$ cat src/ictim_regs.vh
`ifndef ICTIM_REGS_VH
`define ICTIM_REGS_VH

// bus cycle shape: four clock periods, phase 3 is the acknowledge phase
`define ICTIM_BUS_LAST_PHASE   2'h3
`define ICTIM_BUS_CYCLE_SHIFT  2

// operation select codes
`define ICTIM_OP_JUMP          5'h00
`define ICTIM_OP_CALL          5'h01
`define ICTIM_OP_ADDR_LOAD     5'h02
`define ICTIM_OP_ADDR_PUSH     5'h03
`define ICTIM_OP_MULTI_LOAD    5'h04
`define ICTIM_OP_MULTI_STORE   5'h05
`define ICTIM_OP_EXT_ADD       5'h06
`define ICTIM_OP_EXT_SUB       5'h07
`define ICTIM_OP_MEM_CMP       5'h08
`define ICTIM_OP_DEC_ADD       5'h09
`define ICTIM_OP_DEC_SUB       5'h0A
`define ICTIM_OP_STATUS_LOGIC  5'h0B
`define ICTIM_OP_BOUNDS_CHECK  5'h0C
`define ICTIM_OP_FRAME_LINK    5'h0D
`define ICTIM_OP_FRAME_UNLINK  5'h0E
`define ICTIM_OP_NOP           5'h0F
`define ICTIM_OP_EXT_RESET     5'h10
`define ICTIM_OP_EXC_RETURN    5'h11
`define ICTIM_OP_SUB_RETURN    5'h12
`define ICTIM_OP_STOP          5'h13
`define ICTIM_OP_PERIPH_MOVE   5'h14
`define ICTIM_OP_EXC_BUS_FAULT 5'h15
`define ICTIM_OP_EXC_BOUNDS    5'h16
`define ICTIM_OP_EXC_DIV_ZERO  5'h17
`define ICTIM_OP_EXC_TRAP      5'h18
`define ICTIM_OP_EXC_TRAP_OVF  5'h19
`define ICTIM_OP_EXC_INTERRUPT 5'h1A
`define ICTIM_OP_RESET_SEQ     5'h1B

// addressing mode codes
`define ICTIM_MODE_IND         4'h0
`define ICTIM_MODE_POSTINC     4'h1
`define ICTIM_MODE_PREDEC      4'h2
`define ICTIM_MODE_DISP        4'h3
`define ICTIM_MODE_INDEX       4'h4
`define ICTIM_MODE_ABS_SHORT   4'h5
`define ICTIM_MODE_ABS_LONG    4'h6
`define ICTIM_MODE_PC_DISP     4'h7
`define ICTIM_MODE_PC_INDEX    4'h8

// shared timing adders
`define ICTIM_PUSH_CLOCKS      8'h08
`define ICTIM_PUSH_WRITES      4'h2
`define ICTIM_CALL_MIN_READS   4'h2
`define ICTIM_LOAD_EXTRA_CLK   8'h04
`define ICTIM_LOAD_EXTRA_RD    4'h1
`define ICTIM_WORD_REG_CLOCKS  4'h4
`define ICTIM_LONG_REG_CLOCKS  4'h8

`endif

$ cat src/ictim_sequencer.v
// Function
// [RL1] each operation yields total clocks plus bus read and write cycle counts
// [RL2] bus cycles take four clocks; leftover clocks are idle; waits add time
// [RL3] marked entries add effective-address clocks, reads and writes
// [RL4] jump via register 8 clocks 2 reads; call 16 clocks 2 reads 2 writes
// [RL5] address load 4 clocks 1 read; address push 12 clocks 1 read 2 writes
// [RL6] multi-register move adds 4 clocks per word, 8 per long register
// [RL7] multi load 12+4n with 3+n reads; store 8+4n with 2 reads n writes
// [RL8] index register size never changes indexed mode timing
// [RL9] multiprecision timing covers operand fetch, operate, store and prefetch
// [RL10] extended add/sub: 4 or 8 clocks in registers; 18 or 30 memory form
// [RL11] status logic 20 clocks 3 reads; external reset 132; stop 4 no bus
// [RL12] exception return 20/5, subroutine return 16/4, link 16/2/2, unlink 12/3
// [RL13] peripheral byte move word 16 clocks, long 24, reads/writes by direction
// [RL14] exception timing includes stacking, vector fetch and first handler fetch
// [RL15] bus/address faults 50 clocks 4/7; trap class 34 clocks 4/3
// [RL16] bounds 40 and divide-by-zero 38 clocks, 4/3, plus effective address
// [RL17] interrupt 44 clocks 5/3 with a four-clock acknowledge cycle
// [RL18] after reset and halt pins negate, 40 clocks 6 reads before execution
// [RL19] delayed acknowledge adds exactly its wait clocks, counts unchanged
`default_nettype none

module ictim_sequencer
(
  input  wire        clk,
  input  wire        rst,
  input  wire        start,
  input  wire [4:0]  opSel,
  input  wire [3:0]  modeSel,
  input  wire        longSize,
  input  wire        memForm,
  input  wire        toMemory,
  input  wire [4:0]  regCount,
  input  wire [7:0]  eaClocks,
  input  wire [3:0]  eaReads,
  input  wire [3:0]  eaWrites,
  input  wire        busAck,
  input  wire        resetPinActive,
  input  wire        haltPinActive,
  output reg         busy,
  output reg         done,
  output reg         busRead,
  output reg         busWrite,
  output reg         execReady,
  output reg         illegalMode,
  output reg         extResetDrive,
  output reg  [15:0] clocksUsed,
  output reg  [7:0]  readsUsed,
  output reg  [7:0]  writesUsed,
  output reg  [15:0] waitsUsed
);

`include "ictim_regs.vh"

localparam [2:0] ST_IDLE     = 3'h0;
localparam [2:0] ST_READ     = 3'h1;
localparam [2:0] ST_INTERNAL = 3'h2;
localparam [2:0] ST_WRITE    = 3'h3;
localparam [2:0] ST_FINISH   = 3'h4;

reg  [2:0]  state;
reg  [2:0]  next_state;
reg  [4:0]  curOp;
reg  [7:0]  rdLeft;
reg  [7:0]  wrLeft;
reg  [15:0] idleLeft;
reg  [7:0]  baseClk;
reg  [3:0]  baseRd;
reg  [3:0]  baseWr;
reg  [3:0]  perClk;
reg  [1:0]  perRd;
reg  [1:0]  perWr;
reg         addEa;
reg         badMode;
reg  [15:0] totalClk;
reg  [7:0]  totalRd;
reg  [7:0]  totalWr;
reg  [15:0] totalIdle;

wire [4:0]  tableOp;
wire        startupPending;
wire        startupLaunch;
wire        launch;
wire        abort;
wire        busRun;
wire        cycleDone;
wire        waitClock;
wire [1:0]  busPhase;
wire [11:0] jumpRow;
wire [11:0] leaRow;
wire [11:0] multiRow;
wire        flowModeBad;

////////////////////////////////////////////////////////////////////////////////
// stage order: reads, then internal processing, then writes
function [2:0] pickStage;
  input [7:0]  rd;
  input [15:0] idle;
  input [7:0]  wr;
  begin
    if (rd != 8'h00)
      pickStage = ST_READ;
    else if (idle != 16'h0000)
      pickStage = ST_INTERNAL;
    else if (wr != 8'h00)
      pickStage = ST_WRITE;
    else
      pickStage = ST_FINISH;
  end
endfunction

// {clocks, reads}; both indexed modes share one row whatever the index size [RL8]
function [11:0] jumpEntry;
  input [3:0] m;
  begin
    case (m)
      `ICTIM_MODE_IND:                                        jumpEntry = {8'h08, 4'h2}; // [RL4]
      `ICTIM_MODE_DISP, `ICTIM_MODE_ABS_SHORT, `ICTIM_MODE_PC_DISP: jumpEntry = {8'h0A, 4'h2};
      `ICTIM_MODE_INDEX, `ICTIM_MODE_PC_INDEX:                 jumpEntry = {8'h0E, 4'h3}; // [RL8]
      `ICTIM_MODE_ABS_LONG:                                   jumpEntry = {8'h0C, 4'h3};
      default:                                                jumpEntry = {8'h08, 4'h2};
    endcase
  end
endfunction

function [11:0] leaEntry;
  input [3:0] m;
  begin
    case (m)
      `ICTIM_MODE_IND:                                        leaEntry = {8'h04, 4'h1}; // [RL5]
      `ICTIM_MODE_DISP, `ICTIM_MODE_ABS_SHORT, `ICTIM_MODE_PC_DISP: leaEntry = {8'h08, 4'h2};
      `ICTIM_MODE_INDEX, `ICTIM_MODE_PC_INDEX:                 leaEntry = {8'h0C, 4'h2}; // [RL8]
      `ICTIM_MODE_ABS_LONG:                                   leaEntry = {8'h0C, 4'h3};
      default:                                                leaEntry = {8'h04, 4'h1};
    endcase
  end
endfunction

// register-to-memory fixed part; the load direction adds one fetch
function [11:0] multiEntry;
  input [3:0] m;
  begin
    case (m)
      `ICTIM_MODE_IND, `ICTIM_MODE_POSTINC, `ICTIM_MODE_PREDEC: multiEntry = {8'h08, 4'h2}; // [RL7]
      `ICTIM_MODE_DISP, `ICTIM_MODE_ABS_SHORT, `ICTIM_MODE_PC_DISP: multiEntry = {8'h0C, 4'h3};
      `ICTIM_MODE_INDEX, `ICTIM_MODE_PC_INDEX:                 multiEntry = {8'h0E, 4'h3}; // [RL8]
      `ICTIM_MODE_ABS_LONG:                                   multiEntry = {8'h10, 4'h4};
      default:                                                multiEntry = {8'h08, 4'h2};
    endcase
  end
endfunction

assign jumpRow  = jumpEntry(modeSel);
assign leaRow   = leaEntry(modeSel);
assign multiRow = multiEntry(modeSel);
assign flowModeBad = (modeSel == `ICTIM_MODE_POSTINC) || (modeSel == `ICTIM_MODE_PREDEC)
                   || (modeSel > `ICTIM_MODE_PC_INDEX);

////////////////////////////////////////////////////////////////////////////////
// timing table
assign tableOp = startupPending ? `ICTIM_OP_RESET_SEQ : opSel;

always @*
begin
  baseClk = 8'h00;
  baseRd  = 4'h0;
  baseWr  = 4'h0;
  perClk  = 4'h0;
  perRd   = 2'h0;
  perWr   = 2'h0;
  addEa   = 1'b0;
  badMode = 1'b0;
  case (tableOp)
    `ICTIM_OP_JUMP:
    begin
      {baseClk, baseRd} = jumpRow; // [RL4]
      badMode = flowModeBad;
    end
    `ICTIM_OP_CALL:
    begin
      baseClk = jumpRow[11:4] + `ICTIM_PUSH_CLOCKS; // [RL4]
      baseRd  = (leaRow[3:0] < `ICTIM_CALL_MIN_READS) ? `ICTIM_CALL_MIN_READS : leaRow[3:0];
      baseWr  = `ICTIM_PUSH_WRITES;
      badMode = flowModeBad;
    end
    `ICTIM_OP_ADDR_LOAD:
    begin
      {baseClk, baseRd} = leaRow; // [RL5]
      badMode = flowModeBad;
    end
    `ICTIM_OP_ADDR_PUSH:
    begin
      baseClk = leaRow[11:4] + `ICTIM_PUSH_CLOCKS; // [RL5]
      baseRd  = leaRow[3:0];
      baseWr  = `ICTIM_PUSH_WRITES;
      badMode = flowModeBad;
    end
    `ICTIM_OP_MULTI_LOAD:
    begin
      baseClk = multiRow[11:4] + `ICTIM_LOAD_EXTRA_CLK; // [RL7]
      baseRd  = multiRow[3:0] + `ICTIM_LOAD_EXTRA_RD;
      perClk  = longSize ? `ICTIM_LONG_REG_CLOCKS : `ICTIM_WORD_REG_CLOCKS; // [RL6]
      perRd   = longSize ? 2'h2 : 2'h1;
      badMode = (modeSel == `ICTIM_MODE_PREDEC) || (modeSel > `ICTIM_MODE_PC_INDEX);
    end
    `ICTIM_OP_MULTI_STORE:
    begin
      {baseClk, baseRd} = multiRow; // [RL7]
      perClk  = longSize ? `ICTIM_LONG_REG_CLOCKS : `ICTIM_WORD_REG_CLOCKS; // [RL6]
      perWr   = longSize ? 2'h2 : 2'h1;
      badMode = (modeSel == `ICTIM_MODE_POSTINC) || (modeSel >= `ICTIM_MODE_PC_DISP);
    end
    // memory forms fetch both operands, store, then prefetch [RL9]
    `ICTIM_OP_EXT_ADD, `ICTIM_OP_EXT_SUB:
    begin
      if (memForm)
        {baseClk, baseRd, baseWr} = longSize ? {8'h1E, 4'h5, 4'h2} : {8'h12, 4'h3, 4'h1}; // [RL10]
      else
        {baseClk, baseRd} = longSize ? {8'h08, 4'h1} : {8'h04, 4'h1}; // [RL10]
    end
    `ICTIM_OP_MEM_CMP:
      {baseClk, baseRd} = longSize ? {8'h14, 4'h5} : {8'h0C, 4'h3}; // [RL9]
    `ICTIM_OP_DEC_ADD, `ICTIM_OP_DEC_SUB:
    begin
      if (memForm)
        {baseClk, baseRd, baseWr} = {8'h12, 4'h3, 4'h1}; // [RL9]
      else
        {baseClk, baseRd} = {8'h06, 4'h1};
    end
    `ICTIM_OP_STATUS_LOGIC:  {baseClk, baseRd} = {8'h14, 4'h3}; // [RL11]
    `ICTIM_OP_BOUNDS_CHECK:
    begin
      {baseClk, baseRd} = {8'h0A, 4'h1};
      addEa = 1'b1; // [RL3]
    end
    `ICTIM_OP_FRAME_LINK:    {baseClk, baseRd, baseWr} = {8'h10, 4'h2, 4'h2}; // [RL12]
    `ICTIM_OP_FRAME_UNLINK:  {baseClk, baseRd} = {8'h0C, 4'h3}; // [RL12]
    `ICTIM_OP_NOP:           {baseClk, baseRd} = {8'h04, 4'h1};
    `ICTIM_OP_EXT_RESET:     {baseClk, baseRd} = {8'h84, 4'h1}; // [RL11]
    `ICTIM_OP_EXC_RETURN:    {baseClk, baseRd} = {8'h14, 4'h5}; // [RL12]
    `ICTIM_OP_SUB_RETURN:    {baseClk, baseRd} = {8'h10, 4'h4}; // [RL12]
    `ICTIM_OP_STOP:          baseClk = 8'h04; // [RL11]
    `ICTIM_OP_PERIPH_MOVE:
    begin
      if (toMemory)
        {baseClk, baseRd, baseWr} = longSize ? {8'h18, 4'h2, 4'h4} : {8'h10, 4'h2, 4'h2}; // [RL13]
      else
        {baseClk, baseRd} = longSize ? {8'h18, 4'h6} : {8'h10, 4'h4}; // [RL13]
    end
    // exception entries already hold stacking, vector and first handler fetch [RL14]
    `ICTIM_OP_EXC_BUS_FAULT: {baseClk, baseRd, baseWr} = {8'h32, 4'h4, 4'h7}; // [RL15]
    `ICTIM_OP_EXC_TRAP:      {baseClk, baseRd, baseWr} = {8'h22, 4'h4, 4'h3}; // [RL15]
    `ICTIM_OP_EXC_TRAP_OVF:  {baseClk, baseRd, baseWr} = {8'h22, 4'h5, 4'h3};
    `ICTIM_OP_EXC_BOUNDS:
    begin
      {baseClk, baseRd, baseWr} = {8'h28, 4'h4, 4'h3}; // [RL16]
      addEa = 1'b1; // [RL3]
    end
    `ICTIM_OP_EXC_DIV_ZERO:
    begin
      {baseClk, baseRd, baseWr} = {8'h26, 4'h4, 4'h3}; // [RL16]
      addEa = 1'b1; // [RL3]
    end
    // acknowledge counts as one of the reads, four clocks unless stretched [RL17]
    `ICTIM_OP_EXC_INTERRUPT: {baseClk, baseRd, baseWr} = {8'h2C, 4'h5, 4'h3}; // [RL17]
    `ICTIM_OP_RESET_SEQ:     {baseClk, baseRd} = {8'h28, 4'h6}; // [RL18]
    default:                 badMode = 1'b1;
  endcase
end

// totals as clocks plus read and write counts [RL1]
always @*
begin
  totalClk  = {8'h00, baseClk} + (addEa ? {8'h00, eaClocks} : 16'h0000)
            + ({12'h000, perClk} * {11'h000, regCount}); // [RL3] [RL6]
  totalRd   = {4'h0, baseRd} + (addEa ? {4'h0, eaReads} : 8'h00)
            + ({6'h00, perRd} * {3'h0, regCount});
  totalWr   = {4'h0, baseWr} + (addEa ? {4'h0, eaWrites} : 8'h00)
            + ({6'h00, perWr} * {3'h0, regCount});
  // whatever the bus cycles leave over is internal processing [RL2]
  totalIdle = totalClk - {6'h00, totalRd + totalWr, `ICTIM_BUS_CYCLE_SHIFT'h0};
end

////////////////////////////////////////////////////////////////////////////////
// sequencing
assign launch = (state == ST_IDLE) && !resetPinActive && (startupLaunch || (start && !startupPending));
assign abort  = resetPinActive && (state != ST_IDLE);
assign busRun = (state == ST_READ) || (state == ST_WRITE);

always @*
begin
  next_state = state;
  case (state)
    ST_IDLE:
      if (launch)
        next_state = pickStage(totalRd, totalIdle, totalWr);
    ST_READ:
      if (cycleDone && rdLeft == 8'h01)
        next_state = pickStage(8'h00, idleLeft, wrLeft);
    ST_INTERNAL:
      if (idleLeft == 16'h0001)
        next_state = pickStage(8'h00, 16'h0000, wrLeft);
    ST_WRITE:
      if (cycleDone && wrLeft == 8'h01)
        next_state = ST_FINISH;
    ST_FINISH:
      next_state = ST_IDLE;
    default:
      next_state = ST_IDLE;
  endcase
  if (abort)
    next_state = ST_IDLE;
end

always @(posedge clk)
begin
  if (rst)
  begin
    state         <= ST_IDLE;
    curOp         <= 5'h00;
    rdLeft        <= 8'h00;
    wrLeft        <= 8'h00;
    idleLeft      <= 16'h0000;
    busy          <= 1'b0;
    done          <= 1'b0;
    busRead       <= 1'b0;
    busWrite      <= 1'b0;
    execReady     <= 1'b0;
    illegalMode   <= 1'b0;
    extResetDrive <= 1'b0;
    clocksUsed    <= 16'h0000;
    readsUsed     <= 8'h00;
    writesUsed    <= 8'h00;
    waitsUsed     <= 16'h0000;
  end
  else
  begin
    state         <= next_state;
    done          <= (state == ST_FINISH) && !abort;
    busy          <= (next_state != ST_IDLE);
    busRead       <= (next_state == ST_READ);
    busWrite      <= (next_state == ST_WRITE);
    // execution may only begin once the startup sequence has run its course
    execReady     <= !startupPending && !resetPinActive
                     && ((curOp != `ICTIM_OP_RESET_SEQ) || (next_state == ST_IDLE)); // [RL18]
    extResetDrive <= (next_state == ST_INTERNAL) && (curOp == `ICTIM_OP_EXT_RESET);
    if (launch)
    begin
      curOp       <= tableOp;
      rdLeft      <= totalRd;
      wrLeft      <= totalWr;
      idleLeft    <= totalIdle;
      illegalMode <= badMode;
      clocksUsed  <= 16'h0000;
      readsUsed   <= 8'h00;
      writesUsed  <= 8'h00;
      waitsUsed   <= 16'h0000;
      extResetDrive <= (pickStage(totalRd, totalIdle, totalWr) == ST_INTERNAL) && (tableOp == `ICTIM_OP_EXT_RESET);
    end
    else
    begin
      if (state == ST_READ || state == ST_INTERNAL || state == ST_WRITE)
        clocksUsed <= clocksUsed + 16'h0001; // [RL2]
      if (waitClock)
        waitsUsed <= waitsUsed + 16'h0001; // [RL19]
      if (state == ST_READ && cycleDone)
      begin
        rdLeft    <= rdLeft - 8'h01;
        readsUsed <= readsUsed + 8'h01; // [RL19]
      end
      if (state == ST_WRITE && cycleDone)
      begin
        wrLeft     <= wrLeft - 8'h01;
        writesUsed <= writesUsed + 8'h01; // [RL19]
      end
      if (state == ST_INTERNAL)
        idleLeft <= idleLeft - 16'h0001;
    end
  end
end

////////////////////////////////////////////////////////////////////////////////
// a stretched acknowledge holds the last phase, only adding clocks [RL19]
ictim_bus_cycle u_bus
(
  .clk       (clk),
  .rst       (rst),
  .run       (busRun),
  .busAck    (busAck),
  .phase     (busPhase),
  .cycleDone (cycleDone),
  .waitClock (waitClock)
);

// startup sequence launches once both pins are seen negated [RL18]
ictim_startup u_startup
(
  .clk            (clk),
  .rst            (rst),
  .resetPinActive (resetPinActive),
  .haltPinActive  (haltPinActive),
  .startupTaken   (launch && startupPending),
  .startupPending (startupPending),
  .startupLaunch  (startupLaunch)
);

endmodule // ictim_sequencer

`default_nettype wire

$ cat src/ictim_bus_cycle.v
`default_nettype none

module ictim_bus_cycle
(
  input  wire       clk,
  input  wire       rst,
  input  wire       run,
  input  wire       busAck,
  output reg  [1:0] phase,
  output wire       cycleDone,
  output wire       waitClock
);

`include "ictim_regs.vh"

////////////////////////////////////////////////////////////////////////////////
// phases wrap straight into the next cycle so back-to-back cycles lose no clock
always @(posedge clk)
begin
  if (rst || !run)
  begin
    phase <= 2'h0;
  end
  else if (phase != `ICTIM_BUS_LAST_PHASE)
  begin
    phase <= phase + 2'h1;
  end
  else if (busAck)
  begin
    phase <= 2'h0;
  end
end

assign cycleDone = run && (phase == `ICTIM_BUS_LAST_PHASE) && busAck;
assign waitClock = run && (phase == `ICTIM_BUS_LAST_PHASE) && !busAck;

endmodule // ictim_bus_cycle

`default_nettype wire

$ cat src/ictim_startup.v
`default_nettype none

module ictim_startup
(
  input  wire clk,
  input  wire rst,
  input  wire resetPinActive,
  input  wire haltPinActive,
  input  wire startupTaken,
  output reg  startupPending,
  output wire startupLaunch
);

////////////////////////////////////////////////////////////////////////////////
// a reset pin still asserted wins over the take, so the sequence re-arms
always @(posedge clk)
begin
  if (rst || resetPinActive)
  begin
    startupPending <= 1'b1;
  end
  else if (startupTaken)
  begin
    startupPending <= 1'b0;
  end
end

assign startupLaunch = startupPending && !resetPinActive && !haltPinActive;

endmodule // ictim_startup

`default_nettype wire

$ cat config.mk
export PLATFORM = sky130hd
export DESIGN_NAME = ictim_sequencer
export DESIGN_NICKNAME = d
export VERILOG_FILES = /design/src/ictim_sequencer.v /design/src/ictim_bus_cycle.v /design/src/ictim_startup.v
export VERILOG_INCLUDE_DIRS = /design/src /design/src/src
export SDC_FILE = /design/constraint.sdc
export NUM_CORES = 1
export LEC_CHECK = 0
export ABC_AREA = 0
export CORE_ASPECT_RATIO = 0.8
export CORE_MARGIN = 2
export CORE_UTILIZATION = 40
export CTS_CLUSTER_DIAMETER = 120
export DETAILED_ROUTE_END_ITERATION = 8
export DONT_BUFFER_PORTS = 1
export GPL_ROUTABILITY_DRIVEN = 1
export PLACE_DENSITY = 0.58
export SYNTH_ARGS = -nofsm -noshare
export SYNTH_HDL_FRONTEND = slang
export SYNTH_SLANG_ARGS = --single-unit
$ cat constraint.sdc
create_clock -name clk -period 10.4 [get_ports clk]
set_input_delay 1.56 -clock clk [delete_from_list [all_inputs] [get_ports clk]]
set_output_delay 1.56 -clock clk [all_outputs]
set_load 0.01 [all_outputs]
## After elaboration in Yosys (flattened, before gate mapping)

Memories as Yosys holds them, arrays and structs flattened.
Cells that the tools add are included.

- Bits in registers: 98
- Output and inout port bits: 55
- ROM bits: 112
- Input bits: 39
- Word-level logic and storage cells: 219
- Memories: 1

- Mux-type cells: 53
- $add $sub $neg: 20
- Reduce and logical (&&, ||, !) cells: 71
- Magnitude comparators: 3
- $mul: 3
- Equality and inequality tests: 50

Memories:

| name | depth | width | rd ports | clocked after memory_dff | write ports | RTL line | text |
|---|---|---|---|---|---|---|---|
| (name not given) | 16 | 7 | 1 | 0 | 0 | ictim_sequencer.v:143 | `case (m)` |

Operators by type and width:

| operator | number |
|---|---|
| 8-bit one-hot mux with 21 select lines | 1 |
| 5-bit == test (second input constant) | 13 |
| 4-bit one-hot mux with 15 select lines | 1 |
| 8-bit two-way mux | 7 |
| 5-bit by 4-bit == test with 1-bit output (second input constant) | 8 |
| 4-bit two-way mux | 10 |
| 3-bit two-way mux | 12 |
| 16-bit by 1-bit adder with 16-bit output (second input constant) | 2 |
| 16-bit two-way mux | 2 |
| 16-bit nonzero test | 2 |
| 12-bit two-way mux | 2 |
| 4-bit one-hot mux with 6 select lines | 1 |
| 8-bit one-hot mux with 3 select lines | 1 |
| 8-bit nonzero test | 3 |
| 2-bit OR reduction | 12 |
| 22-bit OR reduction | 1 |
| 7-bit one-hot mux with 3 select lines | 1 |
| 5-bit by 3-bit == test with 1-bit output (second input constant) | 4 |
| 1-bit logical AND | 19 |
| 5-bit by 7-bit adder with 8-bit output | 2 |
| 8-bit by 1-bit adder with 8-bit output (second input constant) | 2 |
| 8-bit by 4-bit adder with 8-bit output (second input constant) | 2 |
| 16-bit by 1-bit == test with 1-bit output (second input constant) | 1 |
| 4-bit by 3-bit == test with 1-bit output (second input constant) | 4 |
| other kinds (42) | 87 |

## Logic depth before layout (Yosys ltp)

Gate-level depths: netlist of run 1.

- Depth in word-level cells: 19
- Mapped depth: 33
- Mapped depth without buffers: 32

## Cells and area by module

A second synthesis of run 1 with hierarchy kept.

- Cell total of the unflattened synthesis: 1002
- Area total of the unflattened synthesis: 7940.1 um2

Modules (own cells, without submodules):

| module | cells an instance | times used | seq. area each (um2) | area each (um2) |
|---|---|---|---|---|
| ictim_sequencer | 985 | 1 | 1901.8 | 7778.7 |
| ictim_bus_cycle | 12 | 1 | 40.0 | 118.9 |
| ictim_startup | 5 | 1 | 20.0 | 42.5 |

## Worst setup path after synthesis of run 1

No wires, ideal clock.

- Kind: input to register
- Start point: in modeSel[2]
- End point: reg busWrite
- Arrival: 9.527 ns
- Setup slack: 0.739 ns
- Cell stages on the path: 33
- Library setup time: 0.133 ns
- Path buffers: 1
- Required time: 10.267 ns
- Cell sequence: clkbuf_1 > nand2b_1 > o21ai_0 > o21ai_0 > inv_1 > ha_1 > nand2_1 > a221oi_1 > a211o_1 > nor2_1 > fa_1 > fa_1 > inv_1 > ha_1 > fa_1 > ha_1 > nor2b_1 > o21ai_0 > nand2b_1 > xor2_1 > xnor2_1 > fa_1 > fa_1 > ha_1 > fa_1 > ha_1 > nand2_1 > o31ai_1 > xnor2_1 > nand4_1 > or3_1 > o31ai_1 > a211oi_2

- Word-level cells in the longest chain between the ends: 17
- Elaborated cells on any way between the ends: 33
- Classes of those cells: 10 x add/sub; 1 x order compare; 7 x eq/ne; 10 x mux; 4 x reduce/logical; 1 x memory

RTL lines:

| what | RTL line | text |
|---|---|---|
| start, declared | ictim_sequencer.v:29 | `input wire [3:0] modeSel,` |
| 4-bit by 2-bit == test with 1-bit output, or another cell as far along | ictim_sequencer.v:116, ictim_sequencer.v:129 |  |
| 3-bit OR reduction / 2-bit OR reduction (equally long branches) | ictim_sequencer.v:116, ictim_sequencer.v:129 |  |
| 8-bit one-hot mux with 3 select lines | ictim_sequencer.v:129 | `case (m)` |
| 4-bit by 2-bit less-than comparator with 1-bit output (no line) | -- |  |
| 4-bit two-way mux | ictim_sequencer.v:182 | `` baseRd = (leaRow[3:0] < `ICTIM_CALL_MIN_READS) ? `ICTIM_CALL_MIN_READS : leaRow[3:0]; `` |
| 4-bit one-hot mux with 15 select lines | ictim_sequencer.v:173 | `case (tableOp)` |
| 4-bit by 4-bit adder with 5-bit output | ictim_sequencer.v:276 | `totalRd = {4'h0, baseRd} + (addEa ? {4'h0, eaReads} : 8'h00)` |
| 5-bit by 7-bit adder with 8-bit output | ictim_sequencer.v:277 | `+ ({6'h00, perRd} * {3'h0, regCount});` |
| 8-bit adder | ictim_sequencer.v:281 | `` totalIdle = totalClk - {6'h00, totalRd + totalWr, `ICTIM_BUS_CYCLE_SHIFT'h0}; `` |
| 10-bit by 10-bit subtractor with 11-bit output | ictim_sequencer.v:281 |  |
| 16-bit nonzero test | ictim_sequencer.v:103 | `else if (idle != 16'h0000)` |
| 3-bit two-way mux | -- |  |
| 3-bit two-way mux * | ictim_sequencer.v:101 | `if (rd != 8'h00)` |
| 3-bit two-way mux * | ictim_sequencer.v:295 | `if (launch)` |
| 3-bit one-hot mux with 4 select lines * | ictim_sequencer.v:293 | `case (state)` |
| 3-bit two-way mux * | ictim_sequencer.v:311 | `if (abort)` |
| 3-bit by 2-bit == test with 1-bit output * | ictim_sequencer.v:342 | `busWrite <= (next_state == ST_WRITE);` |
| end signal, assigned | ictim_sequencer.v:342 |  |
| end, declared | ictim_sequencer.v:43 | `output reg busWrite,` |

Mark *: on every way between the ends. The rest lies on a longest branch, timed or not.
A chain may end at the register's enable or synchronous reset.

## Worst setup path in the final report of run 1

- Start point: in modeSel[3]
- End point: reg busWrite

The elaborated chain is that of the path after synthesis.

==> impl_metrics.yaml, run 1 <==
outcome:
  run_status: "complete, no violations"
route:
  first_iter_violations: 460
  via_per_inst: 5.63
  vias: 6932
  postRouteAntennaNets: 0
  first_pass_iters: 5
  post_drt_wl_per_cell_um: 16.7
  drt_wl_total_um: 20600
  drc_errors: 0
cts:
  ctsHoldBuffers: 0
  clk_pin_slew_ns: 0.07
  cts-root-buf: "clkbuf_16"
  cts_buffers: 9
  post-cts-setup-buffer-count: 0
  clock_latency_ns: 0.34
  cts_sinks: 98
  cts_resized: 0
  ctsHtreeMaxLevel: 3
  cts_max_path_buffers: 2
  cts_tree: "yes"
power_and_ir_drop:
  intPower_w: 0.000676
  p_switching_w: 0.000270
  comb_power_share: 0.186
  p_leak_nw: 3.43
  power_frac_seq: 0.427
  sw_frac_of_total: 0.286
  power_w: 0.000946
  p_per_area_mw_per_mm2: 112
  p_clk_frac: 0.387
  peakVddDrop_uv: 78.5
timing:
  rsz0062_at_grt: "no"
  fmax_mhz: 103
  slew_headroom: 0.454
  fin_crit_sh: 0.933
  worst_pin_slew_ns: 0.815
  tns_ns: 0
  final_hold_viol_count: 0
  setup_viol_count_final: 0
  period_minus_slack_ns: 9.70
  clock_skew_ns: 0.00797
  slew_violations: 0
grt:
  grt_pass1_wl_um: 33400
  grt_antenna_before_repair: 1
  first_global_vias: 6258
  grt_usage: 0.198
  grt_max_degree: 49
  overflow: 0
logic_synthesis:
  synth_top_family_by_area: "simple AND/OR/NAND/NOR gates"
  synth_edf_count: 0
  ys_seq_area_frac: 0.250
  synthArstFlopShare: 0
  ys_ff_latch: 98
  synthAdderAreaFrac: 0.175
  synth_xor_area_frac: 0.0858
  synthMuxAreaShare: 0.0104
  ys_types: 74
  synth_compound_area_frac: 0.157
  synth_fp_nets: 1117
  yosys.area_share.simple: 0.269
  synth_area_sq_mm: 0.00786
  ys.flop_type: "dfxtp_1"
  synth_cells: 986
  ys_warn_count: 0
  avgSynthCellArea_sq_um: 7.97
finish:
  drive_gt1_frac: 0.0504
  area_growth_pct: 7.21
  fill_cells: 1927
  num-nets-final: 1098
setup_path:
  crit_slowest_cell: "fa_1"
  cpPeakStageDelay_ns: 0.55
  critPathLaunchType: "input port"
  crit_type: "input port to register"
  cpLargestDelayFamily: "adder cells"
  arrival_ns: 9.91
  cp.required_ns: 10.61
  cp-end-kind: "register"
  r2r_cells: 29
  cp_num_buf_inv: 2
  cpMostUsedCell: "fa_1"
  crit_fanout: 9
  cp.depth: 32
floorplanning:
  initial_core_util: 0.410
  core_sq_mm: 0.0191
  die-height_um: 129
  num_rows: 45
  dieArea_sq_mm: 0.0208
  ioPinCount: 94
  die_x_um: 161
placement:
  port-buffer-count: 0
  hpwl_um: 15900
  gp_congestion: 0.899
min_path:
  min_path_cells: 2
  hold_class: "register to register"
run:
  max-cap-violations: 0
==> Yosys cell counts, types with 3 or more instances <==
library cell    n  area share
a211oi_1       14       0.013
a21o_1          4      0.0038
a21oi_1        54       0.034
a221oi_1        6      0.0067
a22oi_1         3      0.0029
a311oi_1        4      0.0045
a31oi_1        14       0.011
a32oi_1         4      0.0045
and2_1         14       0.011
and3_1         23       0.018
buf_1           3      0.0014
buf_2           4      0.0025
buf_4           3      0.0029
clkbuf_1       30       0.014
dfxtp_1        98        0.25
fa_1           29       0.074
ha_1           63        0.10
inv_1          63       0.030
mux2i_1         7      0.0089
nand2_1        75       0.036
nand2b_1       20       0.016
nand3_1        32       0.020
nand3b_1        4      0.0038
nand4_1        21       0.017
nand4b_1        3      0.0033
nor2_1        129       0.062
nor2b_1         4      0.0032
nor3_1         25       0.016
nor3b_1         4      0.0038
nor4_1         15       0.012
o2111ai_1       3      0.0033
o211ai_1        3      0.0029
o21a_1          4      0.0038
o21ai_0        45       0.029
o31ai_1         4      0.0038
o32ai_1         5      0.0056
or2_2           4      0.0032
or3_1          13       0.010
or4_1          11       0.011
xnor2_1        26       0.029
xor2_1         51       0.057
==> cells by family (layout without fill, tap and decap cells) <==
logic type	Yosys count	count (layout)
buf+inv	103	89
flops	98	98
mux	8	8
other cells	1	2
compound gates	191	191
simple gates	415	415
xor+xnor	77	77
fa+ha+maj	93	93
==> power groups by stage <==
stage / clock [W] / combinational (W) / sequential [W]
floorplan: 0 / 0.000147 / 0.000407
global placement: 0 / 0.000175 / 0.000412
detailed placement: 0 / 0.000174 / 0.000412
CTS: 0.000375 / 0.000176 / 0.000403
global route: 0.000389 / 0.000199 / 0.000406
finish: 0.000366 / 0.000176 / 0.000404
==> routing by layer <==
layer,vias up,global-route usage,routed length [um]
met1,3287,0.305,10700
met4,0,0.0294,115
met5,-,0,0
li1,3453,-,-
met2,180,0.288,8670
met3,12,0.0413,1170
==> cell type report <==
class | instances | area [sq um] | share of cell area
Multi-Input combinational cell | 785 | 5500 | 0.653
Antenna cell | 1 | 2.50 | 0.000297
Timing Repair Buffer | 10 | 75.1 | 0.00891
Clock buffer | 11 | 243 | 0.0288
Clock inverter | 5 | 85.1 | 0.0101
Sequential cell | 98 | 1960 | 0.233
Tap cell | 258 | 323 | 0.0383
Inverter | 63 | 236 | 0.0281
==> path summary, 6_finish.rpt <==
path	start	endpoint	slack (ns)
min reg2reg	curOp[2]	curOp[2]	0.45
min	curOp[2]	curOp[2]	0.45
max reg2reg	u_startup.startupPending	busWrite	1.46
max	modeSel[3]	busWrite	0.70
==> cells in the final DEF, fill, tap and decap left out, types with 13 or more instances in the layout <==
master    instances
or3_1            13
nor3_1           24
and3_1           23
a31oi_1          14
a21oi_1          54
ha_1             63
o21ai_0          45
inv_1            63
nand4_1          21
nand2_1          75
and2_1           14
a211oi_1         14
nand2b_1         20
xnor2_1          26
nor2_1          129
nor4_1           15
dfxtp_1          98
xor2_1           51
nand3_1          32
fa_1             29
==> sequential cells by signal, summed over array words and instances, names as in the netlist, 3 cells and up <==
register    flops
state           3
curOp           5
rdLeft          8
writesUsed      8
idleLeft       16
readsUsed       8
wrLeft          8
waitsUsed      16
clocksUsed     16
==> per-stage QoR <==
stage                     utilization  hold WS, ns  area [sq um]  cells  setup slack (ns)
final                           0.440        0.452          8420   1231             0.698
after detailed placement        0.423        0.445          8090   1214             0.366
after global placement          0.423        0.441          8090   1214             0.533
after CTS                       0.440        0.455          8420   1230             0.667
after global routing            0.440        0.473          8420   1231             0.151
after floorplan                     -        0.436          7860    986             0.739
==> worst reg2reg max path: cells and delay by family (launching register included) <==
family,cells,cell delay [ns]
flip-flops,1,0.75
AND/OR/NAND/NOR,10,1.96
adder cells (fa/ha/maj),10,4.23
XOR/XNOR,3,0.56
AO/OA/AOI/OAI,5,1.27
buffers and inverters,1,0.04
Note: power is estimated with default switching activity, not from simulation.
==> inputs of run 2 (changes only) <==
--- a/config.mk
+++ b/config.mk
@@ -8,7 +8,7 @@
 export LEC_CHECK = 0
 export ABC_AREA = 0
 export CORE_ASPECT_RATIO = 0.8
-export CORE_MARGIN = 2
+export CORE_MARGIN = 1.5
 export CORE_UTILIZATION = 40
 export CTS_CLUSTER_DIAMETER = 120
 export DETAILED_ROUTE_END_ITERATION = 8
==> impl_metrics.yaml, run 2 (same netlist as run 1, synthesis figures left out) <==
finish:
  final_common_cell: "nor2_1"
  fill_cells: 1934
  postLayoutCoreUtil: 0.440
  multi_input_comb_area_sq_mm: 0.00550
  reg.largest.list: "clocksUsed (16), idleLeft (16), waitsUsed (16)"
  final_cell_mix: "nor2_1, dfxtp_1, nand2_1"
  regArea_sq_mm: 0.00196
  num-nets-final: 1096
  drive_gt1_frac: 0.0505
  area_growth_pct: 6.83
route:
  vias: 6940
  first_iter_violations: 571
  first_pass_iters: 5
  post_drt_wl_per_cell_um: 16.8
  via_per_inst: 5.65
  drt_wl_total_um: 20600
  drc_errors: 0
  postRouteAntennaNets: 0
run:
  max-cap-violations: 0
timing:
  slew_headroom: 0.376
  setup_viol_count_final: 0
  fmax_mhz: 102
  period_minus_slack_ns: 9.83
  final_hold_viol_count: 0
  worst_pin_slew_ns: 0.933
  slew_violations: 0
  tns_ns: 0
  whs_ns: 0.452
  fin_crit_sh: 0.946
  rsz0062_at_grt: "no"
  clock_skew_ns: 0.00969
setup_path:
  cpMostUsedCell: "fa_1"
  crit_type: "input port to register"
  cp-end-kind: "register"
  critPathLaunchType: "input port"
  crit_slowest_cell: "fa_1"
  cpPeakStageDelay_ns: 0.55
  r2r_cells: 28
  cp.required_ns: 10.61
  ff2ff_setup_slack_ns: 1.44
  arrival_ns: 10.05
  crit_fanout: 9
grt:
  overflow: 0
  grt_max_degree: 50
  first_global_vias: 6297
  grt_usage: 0.200
  grt_antenna_before_repair: 1
  grt_pass1_wl_um: 33300
floorplanning:
  num_rows: 45
  die_x_um: 160
  dieArea_sq_mm: 0.0205
  core_sq_mm: 0.0191
  initial_core_util: 0.412
  die-height_um: 128
  ioPinCount: 94
placement:
  hpwl_um: 15800
  gp_congestion: 0.949
  port-buffer-count: 0
cts:
  ctsHtreeMaxLevel: 3
  cts_sinks: 98
  ctsHoldBuffers: 0
  cts-root-buf: "clkbuf_16"
  cts_tree: "yes"
  clock_latency_ns: 0.35
  post-cts-setup-buffer-count: 0
  cts_buffers: 9
  cts_max_path_buffers: 2
  clk_pin_slew_ns: 0.07
  cts_resized: 0
power_and_ir_drop:
  p_leak_nw: 3.41
  p_per_area_mw_per_mm2: 111
  peakVddDrop_uv: 78.3
  power_w: 0.000930
min_path:
  min_path_cells: 2
  hold_class: "register to register"
outcome:
  run_status: "complete, no violations"
-- run 2: power by group --
| part | switching [W] | total, W | internal, W |
|---|---|---|---|
| registers | 0.0000153 | 0.000403 | 0.000388 |
| logic | 0.000108 | 0.000176 | 0.0000685 |
| clock network | 0.000159 | 0.000350 | 0.000192 |
| total | 0.000282 | 0.000930 | 0.000648 |
-- run 2: cell type report --
cell class	instances	area share
Clock inverter	7	0.0101
Inverter	63	0.0282
Clock buffer	9	0.0268
Timing Repair Buffer	8	0.00715
Tap cell	258	0.0385
Multi-Input combinational cell	785	0.655
Sequential cell	98	0.234
Antenna cell	1	0.000298
-- run 2: worst max-delay path, delay by kind of cell --
kind | cells | cell delay (ns)
simple gates | 8 | 1.39
buf+inv | 2 | 0.13
fa+ha+maj | 11 | 4.50
xor+xnor | 3 | 0.57
compound gates | 8 | 1.90
-- run 2: path summary, 6_finish.rpt --
check | endpoint | startpoint
worst min register to register | curOp[2] | curOp[2]
worst max-delay path | state[1] | modeSel[3]
worst min-delay path | curOp[2] | curOp[2]
worst max register to register | state[1] | u_startup.startupPending
-- run 2: per-stage QoR --
stage               cells  cell area (sq um)  setup slack [ns]
floorplan             986               7860             0.739
global placement     1212               8080             0.528
detailed placement   1212               8080             0.326
CTS                  1228               8390             0.614
global route         1229               8390            0.0725
finish               1229               8390             0.566
-- run 2: routing by layer --
metal  wire length (um)  track usage
met4                196       0.0388
met1              10700        0.305
met2               8580        0.297
met5                  0            0
met3               1160       0.0319
==> inputs of run 3 (changes only) <==
--- a/config.mk
+++ b/config.mk
@@ -7,6 +7,7 @@
 export NUM_CORES = 1
 export LEC_CHECK = 0
 export ABC_AREA = 0
+export CAP_MARGIN = 5
 export CORE_ASPECT_RATIO = 0.8
 export CORE_MARGIN = 1.5
 export CORE_UTILIZATION = 40
@@ -17,4 +18,5 @@
 export PLACE_DENSITY = 0.58
 export SYNTH_ARGS = -nofsm -noshare
 export SYNTH_HDL_FRONTEND = slang
+export SYNTH_HIERARCHICAL = 1
 export SYNTH_SLANG_ARGS = --single-unit
==> impl_metrics.yaml, run 3 <==
outcome:
  run_status: "complete, no violations"
power_and_ir_drop:
  p_leak_nw: 3.41
  p_per_area_mw_per_mm2: 100
  peakVddDrop_uv: 79.8
setup_path:
  cp_num_buf_inv: 2
  crit_type: "input port to register"
  arrival_ns: 9.98
  cpPeakStageDelay_ns: 0.55
  setup.worst_path.start: "modeSel[3]"
  cp.required_ns: 10.67
  r2r_start: "u_startup/startupPending"
  cp-end-kind: "register"
  crit_fanout: 9
  cpMostUsedCell: "fa_1"
  critPathLaunchType: "input port"
  ff2ff_setup_slack_ns: 1.50
  crit_slowest_cell: "fa_1"
  cpLargestDelayFamily: "adder cells"
cts:
  cts_sinks: 98
  cts_tree: "yes"
  ctsHtreeMaxLevel: 3
  cts_max_path_buffers: 2
  clk_pin_slew_ns: 0.07
  cts_buffers: 9
  ctsHoldBuffers: 0
  clock_latency_ns: 0.34
  cts-root-buf: "clkbuf_16"
logic_synthesis:
  ys_ff_latch: 98
  synth_fp_nets: 1133
  synthArstFlopShare: 0
  synth_common_cells: "nor2_1, dfxtp_1, nand2_1"
  synth_top_area_frac: 0.247
  synth_area_sq_mm: 0.00794
  ys.flop_type: "dfxtp_1"
  synthTopCellsByArea: "dfxtp_1, ha_1, fa_1, nor2_1, xor2_1"
  synth_cells: 1002
  ys_seq_area_frac: 0.247
  synth_edf_count: 0
  yosysTopAreaCell: "dfxtp_1"
  avgSynthCellArea_sq_um: 7.92
  yosysMostFrequentCell: "nor2_1"
  ys_warn_count: 6
  ys_types: 71
route:
  first_pass_iters: 5
  drc_errors: 0
  via_per_inst: 5.56
  drt_wl_total_um: 20200
  postRouteAntennaNets: 0
  post_drt_wl_per_cell_um: 16.3
  first_iter_violations: 585
  vias: 6875
min_path:
  hold_class: "register to register"
  worstHoldStart: "curOp[2]"
finish:
  diodes: 0
  reg.largest.list: "clocksUsed (16), idleLeft (16), waitsUsed (16)"
  area_growth_pct: 6.29
  num-nets-final: 1105
  final_common_cell: "nor2_1"
  drive_gt1_frac: 0.0552
  postLayoutCoreUtil: 0.440
  fill_cells: 1964
  final_cell_mix: "nor2_1, dfxtp_1, nand2_1"
grt:
  grt.met2_usage: 0.297
  grt_antenna_before_repair: 0
  grt_max_degree: 50
  grt_pass1_wl_um: 33500
  grt_util_met3: 0.0397
  overflow: 0
  grt_usage: 0.199
  first_global_vias: 6483
  grt_use_met1: 0.299
  busiest_layer: "met1"
floorplanning:
  num_rows: 45
  initial_core_util: 0.414
  dieArea_sq_mm: 0.0207
  ioPinCount: 94
  die_x_um: 161
  die-height_um: 129
  core_sq_mm: 0.0192
timing:
  fmax_mhz: 103
  tns_ns: 0
  fin_crit_sh: 0.934
  rsz0062_at_grt: "no"
  clock_skew_ns: 0.00936
  slew_violations: 0
  period_minus_slack_ns: 9.71
  setup_viol_count_final: 0
  final_hold_viol_count: 0
  worst_pin_slew_ns: 0.988
  slew_headroom: 0.342
placement:
  hpwl_um: 15800
  port-buffer-count: 0
  gp_congestion: 0.890
run:
  max-cap-violations: 0
run 3: cell types whose count changed in the layout (fill, tap and decap cells not counted), moves of 7 or more:
cell      delta
o21ai_0     -14
a31oi_1     -11
nor2b_1      +9
or3_1        -8
a211oi_1     +7
or2_2        +7
xnor2_1      +7
run 3: cells by family (layout without fill, tap and decap cells):
group	after synthesis	count (layout)	share of synthesized area
simple gates	443	443	0.286
compound gates	172	172	0.143
buf+inv	107	84	0.0506
flops	98	98	0.247
fa+ha+maj	93	93	0.174
xor+xnor	82	82	0.0905
mux	6	6	0.00788
other cells	1	1	0.000472
run 3: final timing paths:
kind                                 end  cells past startpoint
worst min-delay path            curOp[2]                      2
worst max-delay path            busWrite                     30
worst max register to register  busWrite                     29
worst min register to register  curOp[2]                      2
run 3: where the power goes:
part,internal [W],switching (W),total (W)
logic,0.0000512,0.0000764,0.000128
clock network,0.000166,0.000154,0.000320
registers,0.000385,0.0000116,0.000397
total,0.000603,0.000242,0.000844
run 3: layer usage:
metal,up-vias,part of all wire
li1,3458,-
met1,3219,0.51
met2,181,0.42
met3,17,0.066
met4,0,0.0088
met5,-,0
run 3: worst min-delay path: stages, from the launching register on:
cell and delay [ns]:
dfxtp_1 0.31, nand2_1 0.05, a21oi_1 0.05
run 3: area by class of cell:
type | count | area [sq um] | area share
multi-input combinational | 797 | 5600 | 0.663
sequential | 98 | 1960 | 0.232
tap | 258 | 323 | 0.0383
inverter | 63 | 236 | 0.0280
clock buffer | 9 | 225 | 0.0267
clock inverter | 7 | 60.1 | 0.00712
timing repair buffer | 5 | 37.5 | 0.00445
run 3: metrics by stage:
| step | cells | total power [W] | hold slack, ns | instance area [sq um] | setup slack (ns) |
|---|---|---|---|---|---|
| global placement | 1221 | 0.000530 | 0.436 | 8150 | 0.578 |
| detailed placement | 1221 | 0.000532 | 0.444 | 8150 | 0.253 |
| CTS | 1237 | 0.000854 | 0.454 | 8440 | 0.584 |
| global route | 1237 | 0.000888 | 0.478 | 8440 | 0.0642 |
| finish | 1237 | 0.000844 | 0.451 | 8440 | 0.690 |
| floorplan | 1002 | 0.000510 | 0.431 | 7940 | 0.642 |
run 3: repair_timing:
item,CTS,global route
resized for setup,0,1
endpoints found under the setup margin,0,2
buffers inserted,0,0
